$ cat config.mk
export PLATFORM = sky130hd
export DESIGN_NAME = adc_guard_dev_flat
export DESIGN_NICKNAME = d
export VERILOG_FILES = /design/src/adc_guard_pkg.sv /design/src/adc_guard_if.sv /design/src/adc_guard_dev.sv /design/src/flat_wrapper.sv
export SDC_FILE = /design/constraint.sdc
export NUM_CORES = 1
export LEC_CHECK = 0
export ABC_AREA = 1
export BUFFER_PORTS_ARGS = -buffer_cell sky130_fd_sc_hd__buf_2
export CAP_MARGIN = 20
export CORE_UTILIZATION = 40
export CTS_CLUSTER_DIAMETER = 40
export DETAILED_ROUTE_END_ITERATION = 16
export PLACE_DENSITY = 0.77
export SETUP_SLACK_MARGIN = 0.4
export SLEW_MARGIN = 20
export SYNTH_ARGS = -nofsm -noshare
export SYNTH_HDL_FRONTEND = slang
export SYNTH_SLANG_ARGS = --single-unit
$ cat constraint.sdc
create_clock -name i_core_clk -period 3.7 [get_ports i_core_clk]
set_clock_uncertainty 0.05 [all_clocks]
set_input_delay 0.74 -clock i_core_clk [delete_from_list [all_inputs] [get_ports i_core_clk]]
set_output_delay 0.74 -clock i_core_clk [all_outputs]
set_load 0.1 [all_outputs]
$ cat src/adc_guard_pkg.sv
// adc_guard_pkg: shared constants for the converter register access guard
// assumes one core clock, synchronous active-high reset
// How it works
// - software writes zero to channel bits 3..7
// - mode register write gets one wait cycle
// - no mode write on stopped main oscillator
// - channel register write gets one wait cycle
// - no channel write on stopped main oscillator
// - mode or channel write spoils the result
// - read result after conversion, before rewrites
// - result register read gets one wait cycle
// - no result read on stopped main oscillator
package adc_guard_pkg;
	localparam int          ADDR_W           = 2;
	localparam int          DATA_W           = 8;
	localparam int          RESULT_W         = 10;
	localparam int          CHAN_W           = 3;
	localparam logic [1:0]  ADDR_MODE        = 2'h0;
	localparam logic [1:0]  ADDR_CHAN        = 2'h1;
	localparam logic [1:0]  ADDR_RESULT      = 2'h2;
	localparam logic [7:0]  MODE_RESET       = 8'h00;
	localparam logic [7:0]  CHAN_RESET       = 8'h00;
	localparam logic [9:0]  RESULT_RESET     = 10'h000;
	localparam int          WAIT_CYCLES      = 1;
	localparam logic [7:0]  CHAN_RSVD_MASK   = 8'hF8;
endpackage

$ cat src/adc_guard_if.sv
// adc_guard_if: register bus between cpu master and converter guard
// assumes both ends on i_core_clk
`timescale 1ns/1ps
interface adc_guard_if;
	import adc_guard_pkg::*;
	logic                req;
	logic                we;
	logic [ADDR_W-1:0]   addr;
	logic [DATA_W-1:0]   wdata;
	logic [15:0]         rdata;
	logic                wait_n;
	logic                done;
	modport device (input req, we, addr, wdata, output rdata, wait_n, done);
	modport cpu    (output req, we, addr, wdata, input rdata, wait_n, done);
endinterface

$ cat src/adc_guard_dev.sv
// adc_guard_dev: converter mode, channel and result registers with wait
// assumes the master holds a request until done
// assumes a conversion result arrives with a one-cycle valid pulse
// assumes bus signals come from one master on i_core_clk
`timescale 1ns/1ps
module adc_guard_dev (
	input  wire logic                                 i_core_clk,
	input  wire logic                                 i_srst,
	adc_guard_if.device                               bus,
	input  wire logic                                 i_conv_valid,
	input  wire logic [adc_guard_pkg::RESULT_W-1:0]   i_conv_data,
	output logic      [adc_guard_pkg::DATA_W-1:0]     o_mode,
	output logic      [adc_guard_pkg::CHAN_W-1:0]     o_chan,
	output logic                                      o_result_undef
);
	import adc_guard_pkg::*;

	// ------------------------------
	// local sizes
	// ------------------------------
	localparam int                WAIT_W   = $clog2(WAIT_CYCLES + 1);
	localparam logic [WAIT_W-1:0] WAIT_END = WAIT_W'(WAIT_CYCLES);

	// ------------------------------
	// decode helpers
	// ------------------------------
	// write to mode or channel register
	function automatic logic is_cfg_write(
		input logic              we,
		input logic [ADDR_W-1:0] addr
	);
		logic hit;
		hit = 1'b0;
		if (we) begin
			if (addr == ADDR_MODE) begin
				hit = 1'b1;
			end
			if (addr == ADDR_CHAN) begin
				hit = 1'b1;
			end
		end
		return hit;
	endfunction

	// access that gets wait cycles
	function automatic logic is_slow(
		input logic              we,
		input logic [ADDR_W-1:0] addr
	);
		logic hit;
		hit = is_cfg_write(we, addr);
		if (!we && addr == ADDR_RESULT) begin
			hit = 1'b1;
		end
		return hit;
	endfunction

	// read word for one address, zero extended
	function automatic logic [15:0] read_word(
		input logic [ADDR_W-1:0]   addr,
		input logic [DATA_W-1:0]   mode,
		input logic [DATA_W-1:0]   chan,
		input logic [RESULT_W-1:0] result
	);
		logic [15:0] word;
		word = 16'h0000;
		case (addr)
			ADDR_MODE: begin
				word = {8'h00, mode};
			end
			ADDR_CHAN: begin
				word = {8'h00, chan};
			end
			ADDR_RESULT: begin
				word = {6'h00, result};
			end
			default: begin
				word = 16'h0000;
			end
		endcase
		return word;
	endfunction

	// ------------------------------
	// state
	// ------------------------------
	logic [WAIT_W-1:0]   wait_cnt_q;
	logic                done_q;
	logic [15:0]         rdata_q;

	logic [DATA_W-1:0]   mode_q;
	logic [DATA_W-1:0]   chan_q;
	logic [RESULT_W-1:0] result_q;
	logic                undef_q;

	// ------------------------------
	// access decode
	// ------------------------------
	logic                hit_mode;
	logic                hit_chan;

	logic                access;
	logic                slow;
	logic                waiting;
	logic                commit;
	logic                mode_write;
	logic                chan_write;
	logic                cfg_commit;
	logic                read_commit;

	// a request counts once; done_q masks the cycle that answers it
	assign hit_mode    = bus.addr == ADDR_MODE;
	assign hit_chan    = bus.addr == ADDR_CHAN;
	assign access      = bus.req && !done_q;
	assign slow        = access && is_slow(bus.we, bus.addr);
	assign waiting     = slow && (wait_cnt_q != WAIT_END);
	assign commit      = access && !waiting;
	assign mode_write  = commit && bus.we && hit_mode;
	assign chan_write  = commit && bus.we && hit_chan;
	assign cfg_commit  = commit && is_cfg_write(bus.we, bus.addr);
	assign read_commit = commit && !bus.we;

	// ------------------------------
	// wait insertion
	// ------------------------------
	// count wait cycles on a slow access, then let it commit
	always_ff @(posedge i_core_clk) begin
		if (i_srst) begin
			wait_cnt_q <= '0;
		end else if (waiting) begin
			wait_cnt_q <= wait_cnt_q + WAIT_W'(1);
		end else begin
			wait_cnt_q <= '0;
		end
	end

	always_ff @(posedge i_core_clk) begin
		if (i_srst) begin
			done_q <= 1'b0;
		end else begin
			done_q <= commit;
		end
	end

	assign bus.wait_n = !waiting;
	assign bus.done   = done_q;

	// ------------------------------
	// mode and channel registers
	// ------------------------------
	always_ff @(posedge i_core_clk) begin
		if (i_srst) begin
			mode_q <= MODE_RESET;
		end else if (mode_write) begin
			mode_q <= bus.wdata;
		end
	end

	always_ff @(posedge i_core_clk) begin
		if (i_srst) begin
			chan_q <= CHAN_RESET;
		end else if (chan_write) begin
			chan_q <= bus.wdata & ~CHAN_RSVD_MASK;
		end
	end

	// ------------------------------
	// conversion result
	// ------------------------------
	// a config write in the same cycle as a new result wins
	always_ff @(posedge i_core_clk) begin
		if (i_srst) begin
			result_q <= RESULT_RESET;
		end else if (i_conv_valid && !cfg_commit) begin
			result_q <= i_conv_data;
		end
	end

	always_ff @(posedge i_core_clk) begin
		if (i_srst) begin
			undef_q <= 1'b0;
		end else if (cfg_commit) begin
			undef_q <= 1'b1;
		end else if (i_conv_valid) begin
			undef_q <= 1'b0;
		end
	end

	// ------------------------------
	// read data
	// ------------------------------
	always_ff @(posedge i_core_clk) begin
		if (i_srst) begin
			rdata_q <= 16'h0000;
		end else if (read_commit) begin
			rdata_q <= read_word(bus.addr, mode_q, chan_q, result_q);
		end
	end

	// ------------------------------
	// outputs
	// ------------------------------
	assign bus.rdata      = rdata_q;
	assign o_mode         = mode_q;
	assign o_chan         = chan_q[CHAN_W-1:0];
	assign o_result_undef = undef_q;
endmodule // adc_guard_dev

$ cat src/flat_wrapper.sv
// flat-port wrapper written by rule: the top's interface ports become plain ports
module adc_guard_dev_flat import adc_guard_pkg::*;
  (i_core_clk, i_srst, i_conv_valid, i_conv_data, o_mode, o_chan, o_result_undef, bus_req, bus_we, bus_addr, bus_wdata, bus_rdata, bus_wait_n, bus_done);
  adc_guard_if bus_i ();
  input  wire logic i_core_clk;
  input  wire logic i_srst;
  input  wire logic i_conv_valid;
  input  wire logic [adc_guard_pkg::RESULT_W-1:0] i_conv_data;
  output logic      [adc_guard_pkg::DATA_W-1:0] o_mode;
  output logic      [adc_guard_pkg::CHAN_W-1:0] o_chan;
  output logic o_result_undef;
  input wire logic [$bits(bus_i.req)-1:0] bus_req;
  input wire logic [$bits(bus_i.we)-1:0] bus_we;
  input wire logic [$bits(bus_i.addr)-1:0] bus_addr;
  input wire logic [$bits(bus_i.wdata)-1:0] bus_wdata;
  output wire logic [$bits(bus_i.rdata)-1:0] bus_rdata;
  output wire logic [$bits(bus_i.wait_n)-1:0] bus_wait_n;
  output wire logic [$bits(bus_i.done)-1:0] bus_done;
  assign bus_i.req = bus_req;
  assign bus_i.we = bus_we;
  assign bus_i.addr = bus_addr;
  assign bus_i.wdata = bus_wdata;
  assign bus_rdata = bus_i.rdata;
  assign bus_wait_n = bus_i.wait_n;
  assign bus_done = bus_i.done;
  adc_guard_dev u_core (.i_core_clk(i_core_clk), .i_srst(i_srst), .bus(bus_i), .i_conv_valid(i_conv_valid), .i_conv_data(i_conv_data), .o_mode(o_mode), .o_chan(o_chan), .o_result_undef(o_result_undef));
endmodule
* Word level (Yosys, flattened, before mapping)
Cells that the tools add are included.
W data, S select, Z words.
** Storage, ports and cells
- Flip-flop bits (word level) :: 40
- Bits of input ports :: 25
- Output and inout bits :: 30
- Word-level logic and storage cells :: 37
** Operators by class
- $add $sub $neg :: 1
- Bitwise gates (word level) :: 2
- Mux-type cells :: 7
- Equal/unequal tests :: 2
- Reductions and logical operators :: 18
** Operators by type and width (number)
- $pmux W10 S3 :: 1
- $logic_and A1 B1 Y1 :: 11
- $mux W1 :: 6
- $logic_not A1 Y1 :: 4
- $eq A2 B1 Y1 const B :: 1
- $eq A2 B2 Y1 const B :: 1
- $logic_not A2 Y1 :: 1
- $not A1 Y1 :: 2
- $reduce_bool A2 Y1 :: 1
- $reduce_or A2 Y1 :: 1
- $add A1 B1 Y1 const B :: 1

* Longest topological paths before layout
Gate-level depths: netlist of the first run.
- Depth after elaboration :: 12
- Gate-level depth with buffers :: 8
- Depth with buffers taken out :: 8

* Worst setup path after synthesis of the first run
OpenSTA, ideal clock, no wires.
- Path kind :: flip-flop to output port
- From :: register u_core.done_q (netlist: u_core.bus.done)
- To :: output bus_wait_n
- Setup slack :: 1.334 ns
- Arrival time :: 1.576 ns
- Required time :: 2.910 ns
- Stages on the path, launching flop included :: 4
- Path buffers :: 1
- Cell sequence :: dfxtp_1 -> nor3_1 -> nand2_2 -> buf_4
** Between the ends
- Word-level cells in the longest chain between the ends :: 5
** Ends and longest elaborated chain
- start, declared :: line adc_guard_dev.sv:88 : logic done_q;
- start signal, assigned :: line adc_guard_dev.sv:141 : done_q <= commit;
- $logic_not A1 Y1 :: line adc_guard_dev.sv:114 : assign access = bus.req && !done_q;
- $logic_and A1 B1 Y1 :: line adc_guard_dev.sv:114
- $logic_and A1 B1 Y1 :: line adc_guard_dev.sv:115 : assign slow = access && is_slow(bus.we, bus.addr);
- $logic_and A1 B1 Y1 :: line adc_guard_dev.sv:116 : assign waiting = slow && (wait_cnt_q != WAIT_END);
- $logic_not A1 Y1 :: line adc_guard_dev.sv:145 : assign bus.wait_n = !waiting;
- end, declared :: line flat_wrapper.sv:17 : output wire logic [$bits(bus_i.wait_n)-1:0] bus_wait_n;
No other way between the ends.

* Final worst setup path of the first run
- From :: input bus_addr[1]
- To :: output bus_wait_n
** Between the ends
- Word-level cells in the longest chain between the ends :: 8
- Elaborated cells on any way between the ends :: 11
- Classes of those cells :: 2 x eq/ne; 4 x mux; 5 x reduce/logical
** Ends and longest elaborated chain
- start, declared :: line flat_wrapper.sv:14 : input wire logic [$bits(bus_i.addr)-1:0] bus_addr;
- $logic_not A2 Y1 :: line adc_guard_dev.sv:35 : if (addr == ADDR_MODE) begin
- $mux W1 :: line adc_guard_dev.sv:35
- $mux W1 :: line adc_guard_dev.sv:38 : if (addr == ADDR_CHAN) begin
- $mux W1 :: line adc_guard_dev.sv:34 : if (we) begin
- $mux W1 (*) :: line adc_guard_dev.sv:52 : if (!we && addr == ADDR_RESULT) begin
- $logic_and A1 B1 Y1 (*) :: line adc_guard_dev.sv:115
- $logic_and A1 B1 Y1 (*) :: line adc_guard_dev.sv:116
- $logic_not A1 Y1 (*) :: line adc_guard_dev.sv:145
Mark *: on every way between the ends. The rest lies on a longest branch, timed or not.

==> run_results.csv, run 1 <==
group,metric,value,unit
run_status,status,"complete, no violations",
clock_tree,holdBufCountCts,0,
yosys,async_flop_share,0,
yosys,synth.most_common_cell,"nor2_1",
clock_tree,clockBufferDepth,2,
yosys,synth_flop_cell,"dfxtp_1",
yosys,synth_edf_count,0,
floorplan,rows,21,
power,seqPwrFrac,0.527,
route,drc,0,
floorplan,core-area,3420,sq um
layout,final_util,0.518,
power,netSwitchingFraction,0.323,
sta,rsz0062_at_grt,"false",
floorplan,start_util,0.429,
flow_run,maxCapViolations,0,
clock_tree,path_clk_slew,110,ps
route,drtAntennaViolNets,0,
power,leakagePower,0.000896,uW
route,viasPerCell,4.65,
placed_design,port_buffers,48,
global_route,grt_pass1_wl,5.61,mm
yosys,synth_top_area_share,0.464,
clock_tree,cts-root-buf,"clkbuf_4",
placed_design,dpl_cell_area,1710,sq um
sta,fin_crit_sh,0.710,
route,wire_per_inst,10.9,um
floorplan,die_h,62.5,um
min_path,min_from,"u_core.bus.rdata[9]",
power,peakVddDrop,0.218,mV
global_route,grt-ovfl-total,0,
floorplan,die_w,62.5,um
power,clkPwrFrac,0.298,
global_route,grt_util_all_layers,0.184,
clock_tree,numCtsBuffers,5,
layout,num-fill-cells,373,
layout,diodes,0,
global_route,grt_pass1_vias,1263,
sta,tightest_slew,698,ps
floorplan,ios,55,
global_route,antenna_found_initial,0,
worst_setup_path,critical_path_arrival,1840,ps
worst_setup_path,crit_required,2910,ps
min_path,min_to,"u_core.bus.rdata[9]",
yosys,synth.largest_area_cell,"dfxtp_1",
worst_setup_path,critical_path_class,"input pin to output port",
min_path,min_path_type,"flop to flop",
clock_tree,cts_resized,0,
sta,final-hold-violation-count,0,
layout,final_nets,282,
layout,drive_above_1_share,0.244,
power,p_sw,236,uW
worst_setup_path,r2r-start,"u_core.bus.done",
worst_setup_path,end_kind,"output port",
route,via_count,1413,
clock_tree,cts_sinks,34,
worst_setup_path,cp_max_fo,14,
sta,fmax,0.380,GHz
sta,slew_headroom,0.533,
clock_tree,cts_tree,"built",
worst_setup_path,ff2ff_setup_slack,2080,ps
yosys,synth_warnings,0,
power,internal_power,495,uW
route,wl,3.31,mm
yosys,yosys-top-cells-area,"dfxtp_1 46%, nor2_1 14%, nand2_1 7.9%",
yosys,syn_area,1470,sq um
sta,setup_tns,0,ps
clock_tree,h-tree-depth,2,
yosys,yosys.cell_types.count,18,
worst_setup_path,critPathLaunchType,"input pin",
floorplan,die_area,3910,sq um
worst_setup_path,worstReg2RegEnd,"u_core.result_q[1]",
layout,stdcell_area,1770,sq um
layout,syn2layout_area_growth,20.6,%
power,cellPowerDensity,414,nW/um^2
yosys,ys_top_cells_by_count,"56 x nor2_1, 34 x dfxtp_1, 31 x nand2_1",
clock_tree,cts_setup_buffers,0,
global_route,grt_start_max_net_pins,22,
sta,setup_viol,0,
yosys,ys_seq_area_frac,0.464,
clock_tree,clock_latency,330,ps
placed_design,gp_congestion,0.851,
power,comb_power_share,0.176,
sta,period_needed,2630,ps
yosys,ys_ff_latch,34,
placed_design,hpwl,2.54,mm
route,firstDrtPassIters,4,
worst_setup_path,worstRegToRegCells,6,
route,drt_iter0_markers,81,
min_path,hold_path_depth,2,
yosys,synthCells,210,
yosys,avgSynthCellArea,6.98,sq um
sta,slew_viol_final,0,
==> registers in the layout, indices dropped and copies added, names as in the netlist <==
signal / count
u_core.bus.done: 1
u_core.bus.rdata: 10
u_core.chan_q: 3
u_core.o_mode: 8
u_core.o_result_undef: 1
u_core.result_q: 10
u_core.wait_cnt_q: 1
==> how the worst max path moves through the flow <==
stage / cells past startpoint / to / start / slack (ps)
final: 6 / bus_wait_n / bus_addr[1] / 1070
after global routing: 6 / bus_wait_n / bus_addr[1] / 980
after CTS: 6 / bus_wait_n / bus_addr[1] / 1080
after detailed placement: 6 / bus_wait_n / bus_addr[1] / 1080
after global placement: 6 / bus_wait_n / bus_addr[1] / 1120
after floorplan: 3 / bus_wait_n / u_core.bus.done / 1330
==> cells by family (layout without fill, tap and decap cells) <==
group                  count (synthesis)  count (layout)  synth area share
AND/OR/NAND/NOR                      114             114             0.333
flip-flops                            34              34             0.464
buffers and inverters                 32              75             0.102
AO/OA/AOI/OAI                         29              29            0.0990
other                                  1               6           0.00256
==> power by group through the flow <==
stage	Clock [uW]	Combinational [uW]	Sequential, uW
5_1_grt	250	139	387
3_5_place_dp	0	129	394
3_3_place_gp	0	127	394
4_1_cts	225	129	385
6_report	218	129	385
2_1_floorplan	0	78.3	422
==> cells in the final DEF, fill, tap and decap left out, drive strengths merged <==
master / count
a21oi: 8
buf: 48
clkbuf: 6
clkinv: 2
clkinvlp: 1
conb: 6
dfxtp: 34
inv: 18
nand2: 32
nand3: 13
nand4: 11
nor2: 57
nor3: 1
o21ai: 21
==> layout make-up <==
| type | count | area, sq um | area share |
|---|---|---|---|
| multi-input combinational | 149 | 656 | 0.371 |
| clock buffer | 6 | 51.3 | 0.0290 |
| tap | 46 | 57.6 | 0.0325 |
| sequential | 34 | 681 | 0.385 |
| inverter | 19 | 71.3 | 0.0403 |
| timing repair buffer | 48 | 240 | 0.136 |
| clock inverter | 2 | 12.5 | 0.00707 |
==> routing by layer <==
metal | global-route usage | vias up | routed length, um
li1 | - | 759 | -
met1 | 0.246 | 601 | 1650
met2 | 0.277 | 48 | 1440
met3 | 0.0620 | 5 | 184
met4 | 0.0610 | 0 | 36
met5 | 0 | - | 0
==> through the flow <==
stage	worst slack (ps)	cells	power, uW	hold slack (ps)
after floorplan	1330	215	501	406
after global placement	1120	296	521	400
after detailed placement	1080	296	523	405
after CTS	1080	304	739	422
after global routing	984	304	776	446
final	1070	304	732	420
==> critical path, stage by stage <==
cell	delay (ps)
buf_2	200
inv_2	80
nand2_1	80
nand2_1	70
nand2_2	190
buf_2	470
No activity file was read; power rests on OpenSTA's default activity.
==> inputs of run 2 (changes only) <==
--- a/config.mk
+++ b/config.mk
@@ -11,7 +11,7 @@
 export CORE_UTILIZATION = 40
 export CTS_CLUSTER_DIAMETER = 40
 export DETAILED_ROUTE_END_ITERATION = 16
-export PLACE_DENSITY = 0.77
+export PLACE_DENSITY = 0.8
 export SETUP_SLACK_MARGIN = 0.4
 export SLEW_MARGIN = 20
 export SYNTH_ARGS = -nofsm -noshare
==> constraint.sdc (replaced) <==
create_clock -name i_core_clk -period 2.2 [get_ports i_core_clk]
set_clock_uncertainty 0.05 [all_clocks]
set_input_delay 0.44 -clock i_core_clk [delete_from_list [all_inputs] [get_ports i_core_clk]]
set_output_delay 0.44 -clock i_core_clk [all_outputs]
set_load 0.1 [all_outputs]
==> run_results.csv, run 2 (synthesized netlist as in run 1, its figures left out) <==
group,metric,value,unit
clock_tree,cts_sinks,34,
route,drt_iter0_markers,75,
placed_design,hpwl,2.46,mm
layout,num-fill-cells,372,
sta,rsz0062_at_grt,"false",
sta,period_needed,1650,ps
clock_tree,path_clk_slew,90,ps
floorplan,die_h,62.5,um
global_route,antenna_found_initial,0,
floorplan,die_w,62.5,um
floorplan,ios,55,
clock_tree,cts_tree,"built",
sta,fin_crit_sh,0.751,
clock_tree,numCtsBuffers,5,
placed_design,gp_congestion,0.871,
route,wl,3.32,mm
worst_setup_path,crit_slowest_cell,"dfxtp_1",
global_route,grt-ovfl-total,0,
sta,fin_ws,548,ps
route,drc,0,
route,viasPerCell,4.79,
placed_design,port_buffers,48,
route,wire_per_inst,10.8,um
min_path,min_path_type,"input pin to flop",
worst_setup_path,critPathLaunchType,"flop",
sta,final-hold-violation-count,0,
power,cellPowerDensity,669,nW/um^2
layout,final_common_cell,"nor2_1",
route,via_count,1465,
layout,seqCellArea,682,sq um
worst_setup_path,end_kind,"output port",
sta,fmax,0.605,GHz
clock_tree,clock_latency,340,ps
floorplan,die_area,3910,sq um
sta,slew_viol_final,0,
clock_tree,holdBufCountCts,0,
global_route,grt_pass1_wl,5.58,mm
global_route,grt_start_max_net_pins,22,
floorplan,core-area,3420,sq um
clock_tree,clockBufferDepth,2,
route,firstDrtPassIters,4,
worst_setup_path,cp_max_fo,2,
clock_tree,cts-root-buf,"clkbuf_4",
global_route,grt_pass1_vias,1270,
worst_setup_path,critical_path_arrival,1160,ps
floorplan,rows,21,
floorplan,start_util,0.429,
flow_run,maxCapViolations,0,
run_status,status,"complete, no violations",
layout,final_nets,286,
worst_setup_path,critPathMaxStageDelay,330,ps
power,leakagePower,0.000920,uW
layout,syn2layout_area_growth,23.0,%
worst_setup_path,crit_required,1710,ps
route,drtAntennaViolNets,0,
placed_design,pre_cts_ws,422,ps
layout,drive_above_1_share,0.254,
layout,multiInputGateArea,656,sq um
layout,layout_common_cells,"56 x nor2_1, 47 x buf_2, 33 x dfxtp_1",
layout,diodes,0,
clock_tree,h-tree-depth,2,
worst_setup_path,critical_path_class,"flop to output port",
worst_setup_path,crit_chain,"nor3_1 -> nand2_2 -> buf_12",
sta,setup_viol,0,
power,total_power,1210,uW
sta,setup_tns,0,ps
global_route,grt_util_all_layers,0.185,
power,peakVddDrop,0.323,mV
==> run 2: metrics by stage <==
stage               instances  utilization  hold WS [ps]  cell area [sq um]
detailed placement        299        0.511           401               1740
floorplan                 215            -           406               1490
CTS                       306        0.528           267               1800
global placement          299        0.511           398               1740
finish                    306        0.528           273               1800
global route              306        0.528           264               1800
==> run 2: worst max-delay path, delay by kind of cell (launching register included) <==
family	cells	cell delay, ps
DFF	1	330
and+or+nand+nor	2	330
buffers and inverters	1	180
==> run 2: cell type report <==
type / instances / share of cell area
Sequential cell: 34 / 0.378
Multi-Input combinational cell: 149 / 0.364
Timing Repair Buffer: 52 / 0.158
Inverter: 19 / 0.0396
Tap cell: 46 / 0.0319
Clock buffer: 6 / 0.0285
==> run 2: what timing repair did <==
| item | 4_1_cts | 5_1_grt |
|---|---|---|
| gates resized for setup | 0 | 0 |
| endpoints found under the setup margin | 1 | 0 |
| hold endpoints to repair | 0 | 0 |
| buffers inserted | 1 | 0 |
==> run 2: final timing paths <==
path,cells past startpoint,to,slack (ps),start
max,3,bus_wait_n,550,u_core.wait_cnt_q
min,3,u_core.o_mode[4],270,bus_wdata[4]
max reg2reg,7,u_core.bus.rdata[0],850,u_core.wait_cnt_q
min reg2reg,2,u_core.bus.rdata[6],410,u_core.bus.rdata[6]
==> run 2: power breakdown <==
group	internal [uW]	total, uW	switching [uW]
Combinational	51.1	226	175
Clock	144	333	189
Sequential	636	648	11.5
Total	831	1210	375
==> run 2: layer usage <==
layer	track usage	vias up	wire, um
li1	-	763	-
met4	0.0698	0	36
met3	0.0785	4	215
met1	0.227	648	1570
met5	0	-	0
met2	0.285	50	1500
==> inputs of run 3 (changes only) <==
--- a/config.mk
+++ b/config.mk
@@ -5,13 +5,13 @@
 export SDC_FILE = /design/constraint.sdc
 export NUM_CORES = 1
 export LEC_CHECK = 0
-export ABC_AREA = 1
+export ABC_AREA = 0
 export BUFFER_PORTS_ARGS = -buffer_cell sky130_fd_sc_hd__buf_2
 export CAP_MARGIN = 20
 export CORE_UTILIZATION = 40
 export CTS_CLUSTER_DIAMETER = 40
 export DETAILED_ROUTE_END_ITERATION = 16
-export PLACE_DENSITY = 0.8
+export PLACE_DENSITY = 0.76
 export SETUP_SLACK_MARGIN = 0.4
 export SLEW_MARGIN = 20
 export SYNTH_ARGS = -nofsm -noshare
==> constraint.sdc (replaced) <==
create_clock -name i_core_clk -period 1.6 [get_ports i_core_clk]
set_clock_uncertainty 0.05 [all_clocks]
set_input_delay 0.32 -clock i_core_clk [delete_from_list [all_inputs] [get_ports i_core_clk]]
set_output_delay 0.32 -clock i_core_clk [all_outputs]
set_load 0.1 [all_outputs]
==> run_results.csv, run 3 <==
group,metric,value,unit
run_status,status,"complete, no violations",
sta,fin_crit_sh,0.947,
route,wl,4.07,mm
clock_tree,cts_sinks,34,
global_route,grt_pass1_vias,1317,
sta,setup_tns,0,ps
placed_design,gp_congestion,0.754,
placed_design,dpl_cell_area,1990,sq um
placed_design,place_inst,264,
floorplan,rows,23,
global_route,grt_start_max_net_pins,40,
worst_setup_path,cp_max_fo,5,
layout,layout_common_cells,"39 x nand2b_1, 24 x buf_12, 21 x buf_2",
worst_setup_path,end_kind,"output port",
yosys,ys_ff_latch,34,
yosys,synth_flop_cell,"dfxtp_1",
flow_run,maxCapViolations,0,
layout,drive_above_1_share,0.515,
power,leakagePower,0.00113,uW
yosys,async_flop_share,0,
sta,fmax,0.660,GHz
sta,period_needed,1510,ps
sta,setup_viol,0,
clock_tree,clockBufferDepth,2,
global_route,grt_pass1_wl,6.43,mm
sta,rsz0062_at_grt,"true",
sta,whs,230,ps
layout,instances_no_fill,291,
clock_tree,numCtsBuffers,5,
placed_design,pre_cts_ws,22.9,ps
sta,final-hold-violation-count,0,
layout,final_common_cell,"nand2b_1",
worst_setup_path,critPathLaunchType,"input pin",
global_route,grtUsageMet1,0.255,
clock_tree,clock_latency,280,ps
layout,final_nets,266,
worst_setup_path,critical_path_arrival,1140,ps
floorplan,ios,55,
min_path,min_path_type,"input pin to flop",
route,viasPerCell,4.95,
global_route,use_met2,0.325,
yosys,avgSynthCellArea,9.74,sq um
floorplan,die_w,66.5,um
clock_tree,cts_tree,"built",
yosys,syn_area,1670,sq um
power,cellPowerDensity,686,nW/um^2
global_route,antenna_found_initial,0,
yosys,yosys-top-cells-area,"dfxtp_1 41%, nand2b_1 15%, mux2i_1 13%",
yosys,synth.largest_area_cell,"dfxtp_1",
floorplan,start_util,0.416,
route,wire_per_inst,14.0,um
clock_tree,h-tree-depth,2,
floorplan,die_area,4430,sq um
route,drt_iter0_markers,61,
placed_design,port_buffers,48,
yosys,synthCells,171,
yosys,synth_top_area_share,0.409,
sta,fin_ws,85.2,ps
worst_setup_path,critical_path_class,"input pin to output port",
yosys,yosys.cell_types.count,26,
clock_tree,path_clk_slew,60,ps
route,via_count,1440,
yosys,ys_seq_area_frac,0.409,
yosys,synth_edf_count,0,
global_route,grt-ovfl-total,0,
placed_design,hpwl,2.49,mm
route,drc,0,
route,drtAntennaViolNets,0,
layout,syn2layout_area_growth,63.0,%
global_route,grt_util_all_layers,0.200,
layout,diodes,0,
yosys,synth_warnings,0,
power,peakVddDrop,0.462,mV
floorplan,die_h,66.5,um
floorplan,core-area,4000,sq um
yosys,synth.most_common_cell,"nand2b_1",
yosys,ys_top_cells_by_count,"40 x nand2b_1, 34 x dfxtp_1, 21 x mux2i_1",
route,firstDrtPassIters,4,
global_route,globalRouteMet3Util,0.0394,
worst_setup_path,crit_required,1230,ps
layout,stdcell_area,2720,sq um
sta,slew_viol_final,0,
clock_tree,cts-root-buf,"clkbuf_8",
clock_tree,holdBufCountCts,0,
global_route,busiest_layer,"met2",
## run 3: changes by cell type after synthesis, moves of 4 or more
cell / change
inv_1: -12
mux2_2: +8
mux2i_1: +21
nand2_1: -31
nand2b_1: +40
nand3_1: -11
nand4_1: -4
nor2_1: -53
o21ai_0: -14
## run 3: metal layers
metal | share of wire | vias to the layer above
li1 | - | 727
met1 | 0.46 | 662
met2 | 0.49 | 43
met3 | 0.039 | 8
met4 | 0.017 | 0
met5 | 0 | -
## run 3: layout make-up
type                       count  area (sq um)
fill                         304          1280
tap                           50          62.6
multi-input combinational    123           953
sequential                    34           746
timing repair buffer          74           866
inverter                       3          11.3
clock buffer                   7          76.3
## run 3: critical path: stages
cell and delay, ps:
buf_6 110, and2b_1 170, o211ai_1 280, clkbuf_16 270
## run 3: path summary, 6_finish.rpt
check	slack (ps)	cells after the start	from	endpoint
max reg2reg	150	4	u_core.bus.done	u_core.bus.rdata[1]
min reg2reg	420	2	u_core.result_q[0]	u_core.result_q[0]
min	230	3	bus_wdata[4]	u_core.o_mode[4]
max	90	4	bus_we	bus_wait_n
## run 3: cells by family (layout without fill, tap and decap cells)
family	Yosys count	after routing	share of synthesized area
and+or+nand+nor	62	62	0.253
muxes	29	29	0.180
buffers and inverters	19	84	0.0639
DFF	34	34	0.409
AOI/OAI and AO/OA	26	26	0.0917
other	1	6	0.00225
## run 3: metrics by stage
stage | power (uW) | util
CTS | 1850 | 0.653
global route | 1940 | 0.679
detailed placement | 1230 | 0.498
global placement | 1220 | 0.498
floorplan | 1160 | -
finish | 1860 | 0.679
## run 3: what timing repair did
item	in CTS	in global routing
endpoints found under the setup margin	56	56
hold endpoints to repair	0	0
buffers inserted	13	6
gates cloned	1	0
pin swaps	8	2
resized for setup	125	14
## run 3: power by group
group / switching (uW) / internal (uW)
clock network: 281 / 299
logic: 244 / 166
registers: 18.4 / 854
total: 543 / 1320
